===== config.mk =====
export PLATFORM = sky130hd
export DESIGN_NAME = adc_ctrl
export DESIGN_NICKNAME = d
export VERILOG_FILES = /design/src/adc_ctrl_pkg.sv /design/src/adc_ctrl.sv
export SDC_FILE = /design/constraint.sdc
export NUM_CORES = 1
export LEC_CHECK = 0
export ABC_AREA = 1
export BUFFER_PORTS_ARGS = -buffer_cell sky130_fd_sc_hd__buf_2
export CAP_MARGIN = 20
export CORE_MARGIN = 2
export CORE_UTILIZATION = 44
export DETAILED_ROUTE_END_ITERATION = 16
export GPL_ROUTABILITY_DRIVEN = 0
export PLACE_DENSITY = 0.74
export SYNTH_ARGS = -nofsm -noshare
export SYNTH_HDL_FRONTEND = slang
export SYNTH_SLANG_ARGS = --single-unit

===== constraint.sdc =====
create_clock -name CLOCK -period 5.4 [get_ports CLOCK]
set_clock_uncertainty 0.2 [all_clocks]
set_input_delay 0.54 -clock CLOCK [delete_from_list [all_inputs] [get_ports CLOCK]]
set_output_delay 0.54 -clock CLOCK [all_outputs]
set_load 0.02 [all_outputs]

===== src/adc_ctrl_pkg.sv =====
// Constants, register map and types of the converter control block.
// Assumes byte-indexed registers placed one per 32-bit word on the bus.
package adc_ctrl_pkg;
  // ==========================================
  // Register indices and bus address
  localparam int ADDR_W = 12;
  localparam logic [7:0] IDX_RES_LO = 8'h78;
  localparam logic [7:0] IDX_RES_HI = 8'h79;
  localparam logic [7:0] IDX_CSR_A = 8'h7A;
  localparam logic [7:0] IDX_CSR_B = 8'h7B;
  localparam logic [7:0] IDX_SEL = 8'h7C;
  localparam logic [7:0] IDX_DIS = 8'h7E;
  // ==========================================
  // Field positions
  localparam int SEL_REF_HI = 7;
  localparam int SEL_REF_LO = 6;
  localparam int SEL_LADJ = 5;
  localparam int SEL_CH_HI = 3;
  localparam int CSRA_EN = 7;
  localparam int CSRA_SC = 6;
  localparam int CSRA_ATE = 5;
  localparam int CSRA_IF = 4;
  localparam int CSRA_IE = 3;
  localparam int CSRA_PS_HI = 2;
  localparam int CSRB_CME = 6;
  localparam int CSRB_TS_HI = 2;
  localparam int DIS_HI = 5;
  // ==========================================
  // Reset values and timing
  localparam logic [7:0] RST_SEL = 8'h00;
  localparam logic [7:0] RST_CSRA = 8'h00;
  localparam logic [7:0] RST_CSRB = 8'h00;
  localparam logic [7:0] RST_DIS = 8'h00;
  localparam logic [9:0] RST_RES = 10'h000;
  localparam logic [4:0] CYC_FIRST = 5'h19;
  localparam logic [4:0] CYC_NORMAL = 5'h0D;
  localparam logic [2:0] TS_FREE = 3'h0;
  localparam logic [1:0] RESP_OKAY = 2'h0;
  localparam logic [1:0] RESP_SLVERR = 2'h2;
  // ==========================================
  // Types and helpers
  typedef enum logic {ST_IDLE, ST_CONV} conv_state_t;
  function automatic logic [ADDR_W-1:0] byte_addr(input logic [7:0] idx);
    return {2'h0, idx, 2'h0};
  endfunction
  function automatic logic [6:0] prescale_mask(input logic [2:0] ps);
    case (ps)
      3'h0, 3'h1: return 7'h01;
      3'h2: return 7'h03;
      3'h3: return 7'h07;
      3'h4: return 7'h0F;
      3'h5: return 7'h1F;
      3'h6: return 7'h3F;
      default: return 7'h7F;
    endcase
  endfunction
endpackage


===== src/adc_ctrl.sv =====
// Control and status logic of a 10-bit successive-approximation converter.
// Assumes an AXI4-Lite master on CLOCK and an analog core that converts
// on CONV_TICK strobes while CONV_BUSY is high.
`timescale 1ns/10ps
module adc_ctrl (
  // Clock and reset
  input wire logic CLOCK,
  input wire logic RST_B,
  // AXI4-Lite write channels
  input wire logic [adc_ctrl_pkg::ADDR_W-1:0] AWADDR,
  input wire logic AWVALID,
  output logic AWREADY,
  input wire logic [31:0] WDATA,
  input wire logic [3:0] WSTRB,
  input wire logic WVALID,
  output logic WREADY,
  output logic [1:0] BRESP,
  output logic BVALID,
  input wire logic BREADY,
  // AXI4-Lite read channels
  input wire logic [adc_ctrl_pkg::ADDR_W-1:0] ARADDR,
  input wire logic ARVALID,
  output logic ARREADY,
  output logic [31:0] RDATA,
  output logic [1:0] RRESP,
  output logic RVALID,
  input wire logic RREADY,
  // Analog core
  input wire logic [9:0] CORE_RESULT,
  output logic CONV_ON,
  output logic CONV_BUSY,
  output logic CONV_TICK,
  output logic [1:0] REF_SELECT,
  output logic [3:0] CHANNEL_SELECT,
  output logic COMP_MUX_EN,
  // Trigger flags, interrupt
  input wire logic [7:1] TRIG_FLAGS,
  input wire logic GLOBAL_IRQ_EN,
  input wire logic IRQ_ACK,
  output logic IRQ_REQ,
  // Digital pins
  input wire logic [5:0] PIN_RAW,
  output logic [5:0] PIN_READ,
  output logic [5:0] PIN_BUF_DISABLE
);
  // ==========================================
  // Declarations
  logic awready_ff, wready_ff, bvalid_ff, arready_ff, rvalid_ff;
  logic [1:0] bresp_ff, rresp_ff;
  logic [31:0] rdata_ff;
  logic [adc_ctrl_pkg::ADDR_W-1:0] awaddr_ff;
  logic [7:0] wdata_ff;
  logic wstrb_ff;
  logic [1:0] sel_ref_ff, act_ref_ff, lag_ref_ff;
  logic [3:0] sel_ch_ff, act_ch_ff, lag_ch_ff;
  logic ladj_ff, en_ff, ate_ff, ie_ff, flag_ff, cme_ff;
  logic [2:0] ps_ff, ts_ff;
  logic [5:0] dis_ff, pin_s1_ff, pin_s2_ff, pin_read_ff;
  logic [9:0] core_s1_ff, core_s2_ff, res_ff;
  logic [6:0] pre_ff;
  logic [4:0] cyc_ff;
  logic init_ff, first_ff, lock_ff, trig_prev_ff, irq_ff, busy_ff, tick_ff;
  adc_ctrl_pkg::conv_state_t state_ff, nxt_state;
  logic wr_go, wr_ok, wr_sel, wr_csra, wr_csrb, wr_dis, wr_hit;
  logic rd_go, rd_lo, rd_hi, rd_hit;
  logic [7:0] rd_byte;
  logic tick, done, restart, kill, sw_start, trig_sel, trig_edge, trig_start;
  logic [4:0] conv_len;

  // ==========================================
  // Bus slave: write path
  function automatic logic at(input logic [adc_ctrl_pkg::ADDR_W-1:0] a,
                              input logic [7:0] idx);
    return a == adc_ctrl_pkg::byte_addr(idx);
  endfunction

  assign wr_go = !awready_ff && !wready_ff && !bvalid_ff;
  assign wr_ok = wr_go && wstrb_ff;
  assign wr_sel = wr_ok && at(awaddr_ff, adc_ctrl_pkg::IDX_SEL);
  assign wr_csra = wr_ok && at(awaddr_ff, adc_ctrl_pkg::IDX_CSR_A);
  assign wr_csrb = wr_ok && at(awaddr_ff, adc_ctrl_pkg::IDX_CSR_B);
  assign wr_dis = wr_ok && at(awaddr_ff, adc_ctrl_pkg::IDX_DIS);
  assign wr_hit = wr_sel || wr_csra || wr_csrb || wr_dis
    || at(awaddr_ff, adc_ctrl_pkg::IDX_RES_LO) || at(awaddr_ff, adc_ctrl_pkg::IDX_RES_HI);

  always_ff @(posedge CLOCK or negedge RST_B) begin
    if (!RST_B) begin
      awready_ff <= 1'b1;
      wready_ff <= 1'b1;
      awaddr_ff <= '0;
      wdata_ff <= 8'h00;
      wstrb_ff <= 1'b0;
      bvalid_ff <= 1'b0;
      bresp_ff <= adc_ctrl_pkg::RESP_OKAY;
    end else begin
      if (AWVALID && awready_ff) begin
        awready_ff <= 1'b0;
        awaddr_ff <= AWADDR;
      end
      if (WVALID && wready_ff) begin
        wready_ff <= 1'b0;
        wdata_ff <= WDATA[7:0];
        wstrb_ff <= WSTRB[0];
      end
      if (wr_go) begin
        bvalid_ff <= 1'b1;
        bresp_ff <= wr_hit || !wstrb_ff ? adc_ctrl_pkg::RESP_OKAY : adc_ctrl_pkg::RESP_SLVERR;
      end else if (bvalid_ff && BREADY) begin
        bvalid_ff <= 1'b0;
        awready_ff <= 1'b1;
        wready_ff <= 1'b1;
      end
    end
  end

  // ==========================================
  // Bus slave: read path
  assign rd_go = ARVALID && arready_ff;
  assign rd_lo = rd_go && at(ARADDR, adc_ctrl_pkg::IDX_RES_LO);
  assign rd_hi = rd_go && at(ARADDR, adc_ctrl_pkg::IDX_RES_HI);

  always_comb begin
    rd_byte = 8'h00;
    rd_hit = 1'b1;
    if (rd_lo) begin
      rd_byte = ladj_ff ? {res_ff[1:0], 6'h00} : res_ff[7:0];
    end else if (rd_hi) begin
      rd_byte = ladj_ff ? res_ff[9:2] : {6'h00, res_ff[9:8]};
    end else if (at(ARADDR, adc_ctrl_pkg::IDX_CSR_A)) begin
      rd_byte = {en_ff, busy_ff, ate_ff, flag_ff, ie_ff, ps_ff};
    end else if (at(ARADDR, adc_ctrl_pkg::IDX_CSR_B)) begin
      rd_byte = {1'b0, cme_ff, 3'h0, ts_ff};
    end else if (at(ARADDR, adc_ctrl_pkg::IDX_SEL)) begin
      rd_byte = {sel_ref_ff, ladj_ff, 1'b0, sel_ch_ff};
    end else if (at(ARADDR, adc_ctrl_pkg::IDX_DIS)) begin
      rd_byte = {2'h0, dis_ff};
    end else begin
      rd_hit = 1'b0;
    end
  end

  always_ff @(posedge CLOCK or negedge RST_B) begin
    if (!RST_B) begin
      arready_ff <= 1'b1;
      rvalid_ff <= 1'b0;
      rdata_ff <= 32'h0000_0000;
      rresp_ff <= adc_ctrl_pkg::RESP_OKAY;
    end else if (rd_go) begin
      arready_ff <= 1'b0;
      rvalid_ff <= 1'b1;
      rdata_ff <= {24'h00_0000, rd_byte};
      rresp_ff <= rd_hit ? adc_ctrl_pkg::RESP_OKAY : adc_ctrl_pkg::RESP_SLVERR;
    end else if (rvalid_ff && RREADY) begin
      rvalid_ff <= 1'b0;
      arready_ff <= 1'b1;
    end
  end

  // ==========================================
  // Control registers
  always_ff @(posedge CLOCK or negedge RST_B) begin
    if (!RST_B) begin
      {sel_ref_ff, ladj_ff} <= adc_ctrl_pkg::RST_SEL[7:5];
      sel_ch_ff <= adc_ctrl_pkg::RST_SEL[3:0];
      {en_ff, ate_ff} <= {adc_ctrl_pkg::RST_CSRA[7], adc_ctrl_pkg::RST_CSRA[5]};
      {ie_ff, ps_ff} <= adc_ctrl_pkg::RST_CSRA[3:0];
      cme_ff <= adc_ctrl_pkg::RST_CSRB[6];
      ts_ff <= adc_ctrl_pkg::RST_CSRB[2:0];
      dis_ff <= adc_ctrl_pkg::RST_DIS[5:0];
    end else begin
      if (wr_sel) begin
        sel_ref_ff <= wdata_ff[adc_ctrl_pkg::SEL_REF_HI:adc_ctrl_pkg::SEL_REF_LO];
        ladj_ff <= wdata_ff[adc_ctrl_pkg::SEL_LADJ];
        sel_ch_ff <= wdata_ff[adc_ctrl_pkg::SEL_CH_HI:0];
      end
      if (wr_csra) begin
        en_ff <= wdata_ff[adc_ctrl_pkg::CSRA_EN];
        ate_ff <= wdata_ff[adc_ctrl_pkg::CSRA_ATE];
        ie_ff <= wdata_ff[adc_ctrl_pkg::CSRA_IE];
        ps_ff <= wdata_ff[adc_ctrl_pkg::CSRA_PS_HI:0];
      end
      if (wr_csrb) begin
        cme_ff <= wdata_ff[adc_ctrl_pkg::CSRB_CME];
        ts_ff <= wdata_ff[adc_ctrl_pkg::CSRB_TS_HI:0];
      end
      if (wr_dis) begin
        dis_ff <= wdata_ff[adc_ctrl_pkg::DIS_HI:0];
      end
    end
  end

  // ==========================================
  // Prescaler, held at zero while disabled
  assign tick = en_ff && ((pre_ff & adc_ctrl_pkg::prescale_mask(ps_ff))
    == adc_ctrl_pkg::prescale_mask(ps_ff));

  always_ff @(posedge CLOCK or negedge RST_B) begin
    if (!RST_B) begin
      pre_ff <= 7'h00;
    end else if (!en_ff) begin
      pre_ff <= 7'h00;
    end else begin
      pre_ff <= pre_ff + 7'h01;
    end
  end

  // ==========================================
  // Trigger selection and edge detection
  always_comb begin
    trig_sel = 1'b0;
    if (ts_ff != adc_ctrl_pkg::TS_FREE) begin
      trig_sel = TRIG_FLAGS[ts_ff];
    end
  end

  // Previous level follows the selection, so a switch can make an edge
  assign trig_edge = trig_sel && !trig_prev_ff;
  assign trig_start = en_ff && ate_ff && trig_edge && !kill;

  always_ff @(posedge CLOCK or negedge RST_B) begin
    if (!RST_B) begin
      trig_prev_ff <= 1'b0;
    end else begin
      trig_prev_ff <= trig_sel;
    end
  end

  // ==========================================
  // Conversion sequencer
  assign kill = wr_csra && !wdata_ff[adc_ctrl_pkg::CSRA_EN];
  assign sw_start = wr_csra && wdata_ff[adc_ctrl_pkg::CSRA_EN] && wdata_ff[adc_ctrl_pkg::CSRA_SC];
  assign conv_len = first_ff ? adc_ctrl_pkg::CYC_FIRST : adc_ctrl_pkg::CYC_NORMAL;
  assign done = state_ff == adc_ctrl_pkg::ST_CONV && en_ff && !kill && tick
    && cyc_ff == conv_len - 5'h01;
  assign restart = done && ate_ff && ts_ff == adc_ctrl_pkg::TS_FREE;

  always_comb begin
    nxt_state = state_ff;
    unique case (state_ff)
      adc_ctrl_pkg::ST_IDLE: begin
        if (sw_start || trig_start) begin
          nxt_state = adc_ctrl_pkg::ST_CONV;
        end
      end
      adc_ctrl_pkg::ST_CONV: begin
        if (kill || !en_ff || (done && !restart)) begin
          nxt_state = adc_ctrl_pkg::ST_IDLE;
        end
      end
    endcase
  end

  always_ff @(posedge CLOCK or negedge RST_B) begin
    if (!RST_B) begin
      state_ff <= adc_ctrl_pkg::ST_IDLE;
      busy_ff <= 1'b0;
    end else begin
      state_ff <= nxt_state;
      busy_ff <= nxt_state == adc_ctrl_pkg::ST_CONV;
    end
  end

  // Initialisation is owed again after every disable
  always_ff @(posedge CLOCK or negedge RST_B) begin
    if (!RST_B) begin
      cyc_ff <= 5'h00;
      init_ff <= 1'b1;
      first_ff <= 1'b0;
    end else begin
      // A start written with the enable leaves en_ff low at that edge
      if (state_ff == adc_ctrl_pkg::ST_CONV) begin
        init_ff <= 1'b0;
      end else if (!en_ff) begin
        init_ff <= 1'b1;
      end
      if (state_ff == adc_ctrl_pkg::ST_IDLE) begin
        cyc_ff <= 5'h00;
        first_ff <= init_ff;
      end else if (done) begin
        cyc_ff <= 5'h00;
        first_ff <= 1'b0;
      end else if (tick) begin
        cyc_ff <= cyc_ff + 5'h01;
      end
    end
  end

  // Selection seen by the core; free running lags one conversion
  always_ff @(posedge CLOCK or negedge RST_B) begin
    if (!RST_B) begin
      act_ref_ff <= adc_ctrl_pkg::RST_SEL[7:6];
      act_ch_ff <= adc_ctrl_pkg::RST_SEL[3:0];
      lag_ref_ff <= adc_ctrl_pkg::RST_SEL[7:6];
      lag_ch_ff <= adc_ctrl_pkg::RST_SEL[3:0];
    end else if (state_ff == adc_ctrl_pkg::ST_IDLE) begin
      act_ref_ff <= sel_ref_ff;
      act_ch_ff <= sel_ch_ff;
      lag_ref_ff <= sel_ref_ff;
      lag_ch_ff <= sel_ch_ff;
    end else if (done) begin
      act_ref_ff <= restart ? lag_ref_ff : sel_ref_ff;
      act_ch_ff <= restart ? lag_ch_ff : sel_ch_ff;
      lag_ref_ff <= sel_ref_ff;
      lag_ch_ff <= sel_ch_ff;
    end
  end

  // ==========================================
  // Result capture and read lock
  always_ff @(posedge CLOCK or negedge RST_B) begin
    if (!RST_B) begin
      core_s1_ff <= 10'h000;
      core_s2_ff <= 10'h000;
      res_ff <= adc_ctrl_pkg::RST_RES;
      lock_ff <= 1'b0;
    end else begin
      core_s1_ff <= CORE_RESULT;
      core_s2_ff <= core_s1_ff;
      if (done && !lock_ff) begin
        res_ff <= core_s2_ff;
      end
      if (rd_lo) begin
        lock_ff <= 1'b1;
      end else if (rd_hi) begin
        lock_ff <= 1'b0;
      end
    end
  end

  // ==========================================
  // Completion flag and interrupt request
  always_ff @(posedge CLOCK or negedge RST_B) begin
    if (!RST_B) begin
      flag_ff <= adc_ctrl_pkg::RST_CSRA[4];
      irq_ff <= 1'b0;
    end else begin
      if (done) begin
        flag_ff <= 1'b1;
      end else if (IRQ_ACK || (wr_csra && wdata_ff[adc_ctrl_pkg::CSRA_IF])) begin
        flag_ff <= 1'b0;
      end
      irq_ff <= flag_ff && ie_ff && GLOBAL_IRQ_EN;
    end
  end

  // ==========================================
  // Digital input buffers and core strobe
  always_ff @(posedge CLOCK or negedge RST_B) begin
    if (!RST_B) begin
      pin_s1_ff <= 6'h00;
      pin_s2_ff <= 6'h00;
      pin_read_ff <= 6'h00;
      tick_ff <= 1'b0;
    end else begin
      pin_s1_ff <= PIN_RAW;
      pin_s2_ff <= pin_s1_ff;
      pin_read_ff <= pin_s2_ff & ~dis_ff;
      tick_ff <= tick && state_ff == adc_ctrl_pkg::ST_CONV;
    end
  end

  // ==========================================
  // Outputs
  assign AWREADY = awready_ff;
  assign WREADY = wready_ff;
  assign BVALID = bvalid_ff;
  assign BRESP = bresp_ff;
  assign ARREADY = arready_ff;
  assign RVALID = rvalid_ff;
  assign RDATA = rdata_ff;
  assign RRESP = rresp_ff;
  assign CONV_ON = en_ff;
  assign CONV_BUSY = busy_ff;
  assign CONV_TICK = tick_ff;
  assign REF_SELECT = act_ref_ff;
  assign CHANNEL_SELECT = act_ch_ff;
  assign COMP_MUX_EN = cme_ff;
  assign IRQ_REQ = irq_ff;
  assign PIN_READ = pin_read_ff;
  assign PIN_BUF_DISABLE = dis_ff;
endmodule


After elaboration in Yosys (flattened, before gate mapping). Cells that the tools add are included.

Add/sub/neg operators: 3. Order comparisons: 1. Eq/ne operators: 23. Muxes and demuxes: 58. Bitwise gates (word level): 4. Reductions and logical operators: 62.

Operators by type and width (number): $eq 12x9->1 const B (12); $mux 8 (7); $pmux 7 s6 (1); $logic_and 1x1->1 (34); $mux 1 (30); $mux 4 (5); $mux 5 (4); $mux 2 (7); $logic_not 1->1 (10); $logic_or 1x1->1 (10); $eq 3x3->1 const B (3); $reduce_bool 2->1 (4); $add 7x1->7 const B (1); $and 7x7->7 (1); $eq 7x7->1 (1); $mux 7 (1); $and 6x6->6 (1); $eq 3x2->1 const B (2); $logic_not 3->1 (2); $mux 6 (1); $not 6->6 (1); $add 5x1->5 const B (1); $eq 5x5->1 (1); $sub 5x1->5 const B (1); other kinds (9) (10).

Flip-flop bits (word level): 141. Bits of input ports: 92. Word-level logic and storage cells: 192.

Logic depth before layout (Yosys ltp).
Depth after elaboration: 17. Gate-level depth with buffers: 13.

Worst setup path after synthesis. Ideal clock, no wire load.

Path type: flip-flop to flip-flop. From: register awready_ff, in the netlist AWREADY. To: register res_ff[3]. Setup time: 117 ps. Arrival time: 1532 ps. Path slack: 3550 ps. Cell stages (with the launch flop): 11. Buffers on the path: 1. Cell sequence: dfstp_2 > inv_1 > nand3_2 > nor2_4 > nand4_1 > nand2_1 > nor2_4 > nand2_2 > buf_6 > nand2_1 > nand2_1.

Longest elaborated chain between the ends: 11.

Ends and longest elaborated chain: start: declaration (RTL line adc_ctrl.sv:48) `logic awready_ff, wready_ff, bvalid_ff, arready_ff, rvalid_ff;`; start signal: assignment (RTL line adc_ctrl.sv:88) `awready_ff <= 1'b1;`; start signal: assignment (RTL line adc_ctrl.sv:97) `awready_ff <= 1'b0;`; start signal: assignment (RTL line adc_ctrl.sv:110) `awready_ff <= 1'b1;`; $logic_not 1->1 (RTL line adc_ctrl.sv:77) `assign wr_go = !awready_ff && !wready_ff && !bvalid_ff;`; $logic_and 1x1->1 (2 in a row) (RTL line adc_ctrl.sv:77); $logic_and 1x1->1 (RTL line adc_ctrl.sv:78) `assign wr_ok = wr_go && wstrb_ff;`; $logic_and 1x1->1 (RTL line adc_ctrl.sv:80) `assign wr_csra = wr_ok && at(awaddr_ff, adc_ctrl_pkg::IDX_CSR_A);`; $logic_and 1x1->1 (RTL line adc_ctrl.sv:230) `assign kill = wr_csra && !wdata_ff[adc_ctrl_pkg::CSRA_EN];`; $logic_not 1->1 (RTL line adc_ctrl.sv:233) `assign done = state_ff == adc_ctrl_pkg::ST_CONV && en_ff && !kill && tick`; $logic_and 1x1->1 (2 in a row) (RTL line adc_ctrl.sv:233); $logic_and 1x1->1 (RTL line adc_ctrl.sv:234) `&& cyc_ff == conv_len - 5'h01;`; $logic_and 1x1->1 (RTL line adc_ctrl.sv:319) `if (done && !lock_ff) begin`; end signal: assignment (RTL line adc_ctrl.sv:314) `res_ff <= adc_ctrl_pkg::RST_RES;`; end signal: assignment (RTL line adc_ctrl.sv:320) `res_ff <= core_s2_ff;`; end: declaration (RTL line adc_ctrl.sv:59) `logic [9:0] core_s1_ff, core_s2_ff, res_ff;`.

Every way passes these cells. A chain may end at the register's enable or synchronous reset.

Final worst setup path.
From: register state_ff. To: register state_ff.

Longest elaborated chain between the ends: 11. Elaborated cells on any way between the ends: 12. Those cells by class: mux: 2; bitwise: 1; reduce/logical: 9.

Ends and longest elaborated chain: start: declaration (RTL line adc_ctrl.sv:63) `adc_ctrl_pkg::conv_state_t state_ff, nxt_state;`; start signal: assignment (RTL line adc_ctrl.sv:255) `state_ff <= adc_ctrl_pkg::ST_IDLE;`; start signal: assignment (RTL line adc_ctrl.sv:258) `state_ff <= nxt_state;`; $logic_and 1x1->1 (3 in a row) (RTL line adc_ctrl.sv:233); $logic_and 1x1->1 (RTL line adc_ctrl.sv:234); $logic_and 1x1->1 (2 in a row) (RTL line adc_ctrl.sv:235) `assign restart = done && ate_ff && ts_ff == adc_ctrl_pkg::TS_FREE;`; $logic_not 1->1 (RTL line adc_ctrl.sv:246) `if (kill || !en_ff || (done && !restart)) begin`; $logic_and 1x1->1 (RTL line adc_ctrl.sv:246); $logic_or 1x1->1 (RTL line adc_ctrl.sv:246); $mux 1 (RTL line adc_ctrl.sv:246); $pmux 1 s2 * (RTL line adc_ctrl.sv:239) `unique case (state_ff)`; named net nxt_state (RTL line adc_ctrl.sv:63).

Mark *: on every way through the listed nets, which the timed path passes. The rest lies on a longest branch.

==> metrics.csv <==
metric;value;unit
yosysWarnings;0;
start_util;0.446;
p_switching;0.000798;W
endpoint_kind;flip-flop;
cp_max_fo;23;
dr.pass1.iters;6;
postCtsSetupBuffers;0;
cts_buffers;17;
fp.dieW;122;µm
clockRootBuffer;clkbuf_16;
avgSynthCellArea;8.90;µm²
final_cell_mix;144 x nand2_1, 135 x dfrtp_1, 101 x buf_2, 81 x inv_1, 76 x nand3_1;
comb_power_share;0.157;
htreeDepth;4;
fillers;1336;
synth_edf_count;0;
vdd_drop_max;0.234;mV
path_class;reg -> reg;
fin_setup_tns;0;ns
tightest_slew;0.857;ns
cts_tree;built;
final_common_cell;nand2_1;
syn_to_final_growth;19.1;%
route.vias.total;4768;
synth.largest_area_cell;dfrtp_1;
p_per_area;399;mW/mm²
setup_violations;0;
required;5.51;ns
clk_path_buf_depth;2;
hold_class;in -> async;
finalHoldViolations;0;
critPathLaunchType;flip-flop;
yosysTopAreaCellShare;0.550;
post-place-cells;956;
wire_per_inst;13.5;µm
dp_slack;2.94;ns
grtUsageTotal;0.192;
final_util;0.531;
routed_wl;13.3;mm
grt_pass1_vias;4480;
nets;890;
p_int;0.00212;W
postCtsHoldBufs;0;
post_cts_resized;0;
num_rows;43;
ys.flop_type;dfrtp_1;
fp.coreArea;0.0138;mm²
power_switching_share;0.273;
synth_cells;690;
clkSlewWorstSetupHoldPaths;0.06;ns
rsz0062_at_grt;no;
fmax;401;MHz
grt-ovfl-total;0;
place.port_buffers;102;
p_seq_frac;0.427;
vias_per_cell;4.83;
drt-initial-drc-count;352;
io_pins;156;
instances_no_fill;988;
arrival;2.60;ns
synth_area_leaders;dfrtp_1 55%, nand2_1 8.8%, nand3_1 6.2%;
clock_latency;0.42;ns
relSlewSlack;0.428;
drive_gt1_frac;0.205;
finalCriticalPeriod;2.49;ns
status;finished clean;
finalWorstSetupSlack;2.91;ns
ant_nets;0;
final_max_slew_viol_count;0;
ys_types;38;
drc;0;
p_leak;3.78;nW
final.period_utilization;0.462;
grt_max_degree;98;
yosysSeqAreaShare;0.567;
grt_pass1_wl;21.9;mm
antenna_cells;0;
cts_sinks;139;
synth_seq_cells;139;
synthArstFlopShare;1.00;
max-cap-violations;0;
antenna_found_initial;0;
dieArea;0.0149;mm²
dp_hpwl;9.33;mm
power_frac_clock;0.416;
dieHeight;122;µm
syn-cell-area;0.00614;mm²
path summary, 6_finish.rpt:
kind / start / endpoint / slack (ns) / cells past startpoint
worst max-delay path: state_ff / state_ff / 2.91 / 7
worst min-delay path: RST_B / RDATA[3] / 0.02 / 1
worst max register to register: state_ff / state_ff / 2.91 / 7
worst min register to register: core_s1_ff[9] / core_s2_ff[9] / 0.14 / 0
max in group asynchronous: RST_B / AWREADY / 3.91 / 2
min in group CLOCK: CORE_RESULT[8] / core_s1_ff[8] / 0.02 / 1
per-stage QoR:
stage | hold WS, ns | power [W] | area (µm²)
6_report | 0.0213 | 0.00292 | 7310
5_1_grt | 0.00678 | 0.00308 | 7310
4_1_cts | 0.00851 | 0.00295 | 7310
3_5_place_dp | 0.135 | 0.00173 | 6690
3_3_place_gp | 0.132 | 0.00171 | 6690
2_1_floorplan | 0.0444 | 0.00158 | 6230
Yosys cell counts (4+ instances only):
library cell	count
a21oi_1	27
a21oi_2	5
buf_4	27
buf_6	4
clkbuf_1	8
dfrtp_1	135
dfstp_2	4
inv_1	81
mux2_2	6
nand2_1	144
nand3_1	76
nand4_1	9
nor2_1	68
nor2_2	4
nor3_1	7
o21ai_0	46
worst max-delay path, stage by stage, from the launching register on:
cell	delay, ns
dfrtp_1	0.90
nand2_1	0.11
inv_1	0.09
nand4_2	0.49
nand2_4	0.39
nand2_1	0.09
nand2_1	0.07
nand2_1	0.05
logic make-up (layout without fill, tap and decap cells):
| kind of cell | Yosys count | in the layout | share of synthesized area |
|---|---|---|---|
| flip-flops | 139 | 139 | 0.567 |
| multiplexers | 7 | 7 | 0.0126 |
| XOR/XNOR | 3 | 3 | 0.00428 |
| AO/OA/AOI/OAI | 85 | 85 | 0.0754 |
| buffers and inverters | 126 | 219 | 0.0986 |
| AND/OR/NAND/NOR | 326 | 326 | 0.235 |
| other | 1 | 26 | 0.000611 |
| adder cells (fa/ha/maj) | 3 | 3 | 0.00611 |
sequential cells by signal (all words and copies together), names as in the netlist, 7 cells and up:
name,cells
RDATA,8
awaddr_ff,12
core_s1_ff,10
core_s2_ff,10
pre_ff,7
res_ff,10
wdata_ff,8
power by group through the flow:
stage	combinational [W]	clock (W)	sequential, W
6_report	0.000458	0.00121	0.00125
2_1_floorplan	0.000268	0	0.00131
3_3_place_gp	0.000452	0	0.00126
5_1_grt	0.000522	0.00129	0.00126
4_1_cts	0.000466	0.00124	0.00125
3_5_place_dp	0.000462	0	0.00126
layer usage:
layer | up-vias | track usage | share of wire
met3 | 24 | 0.0492 | 0.063
li1 | 2378 | - | -
met4 | 0 | 0.0797 | 0.023
met2 | 152 | 0.286 | 0.46
met5 | - | 0 | 0
met1 | 2214 | 0.267 | 0.46
layout make-up:
class                           instances  area (µm²)  share of cell area
Clock inverter                         11         168              0.0229
Tap cell                              180         225              0.0308
Inverter                               84         315              0.0431
Multi-Input combinational cell        450        2150               0.293
Timing Repair Buffer                  103         524              0.0717
Clock buffer                           21         450              0.0616
Sequential cell                       139        3480               0.476
Power figures use the tool's default switching activity.
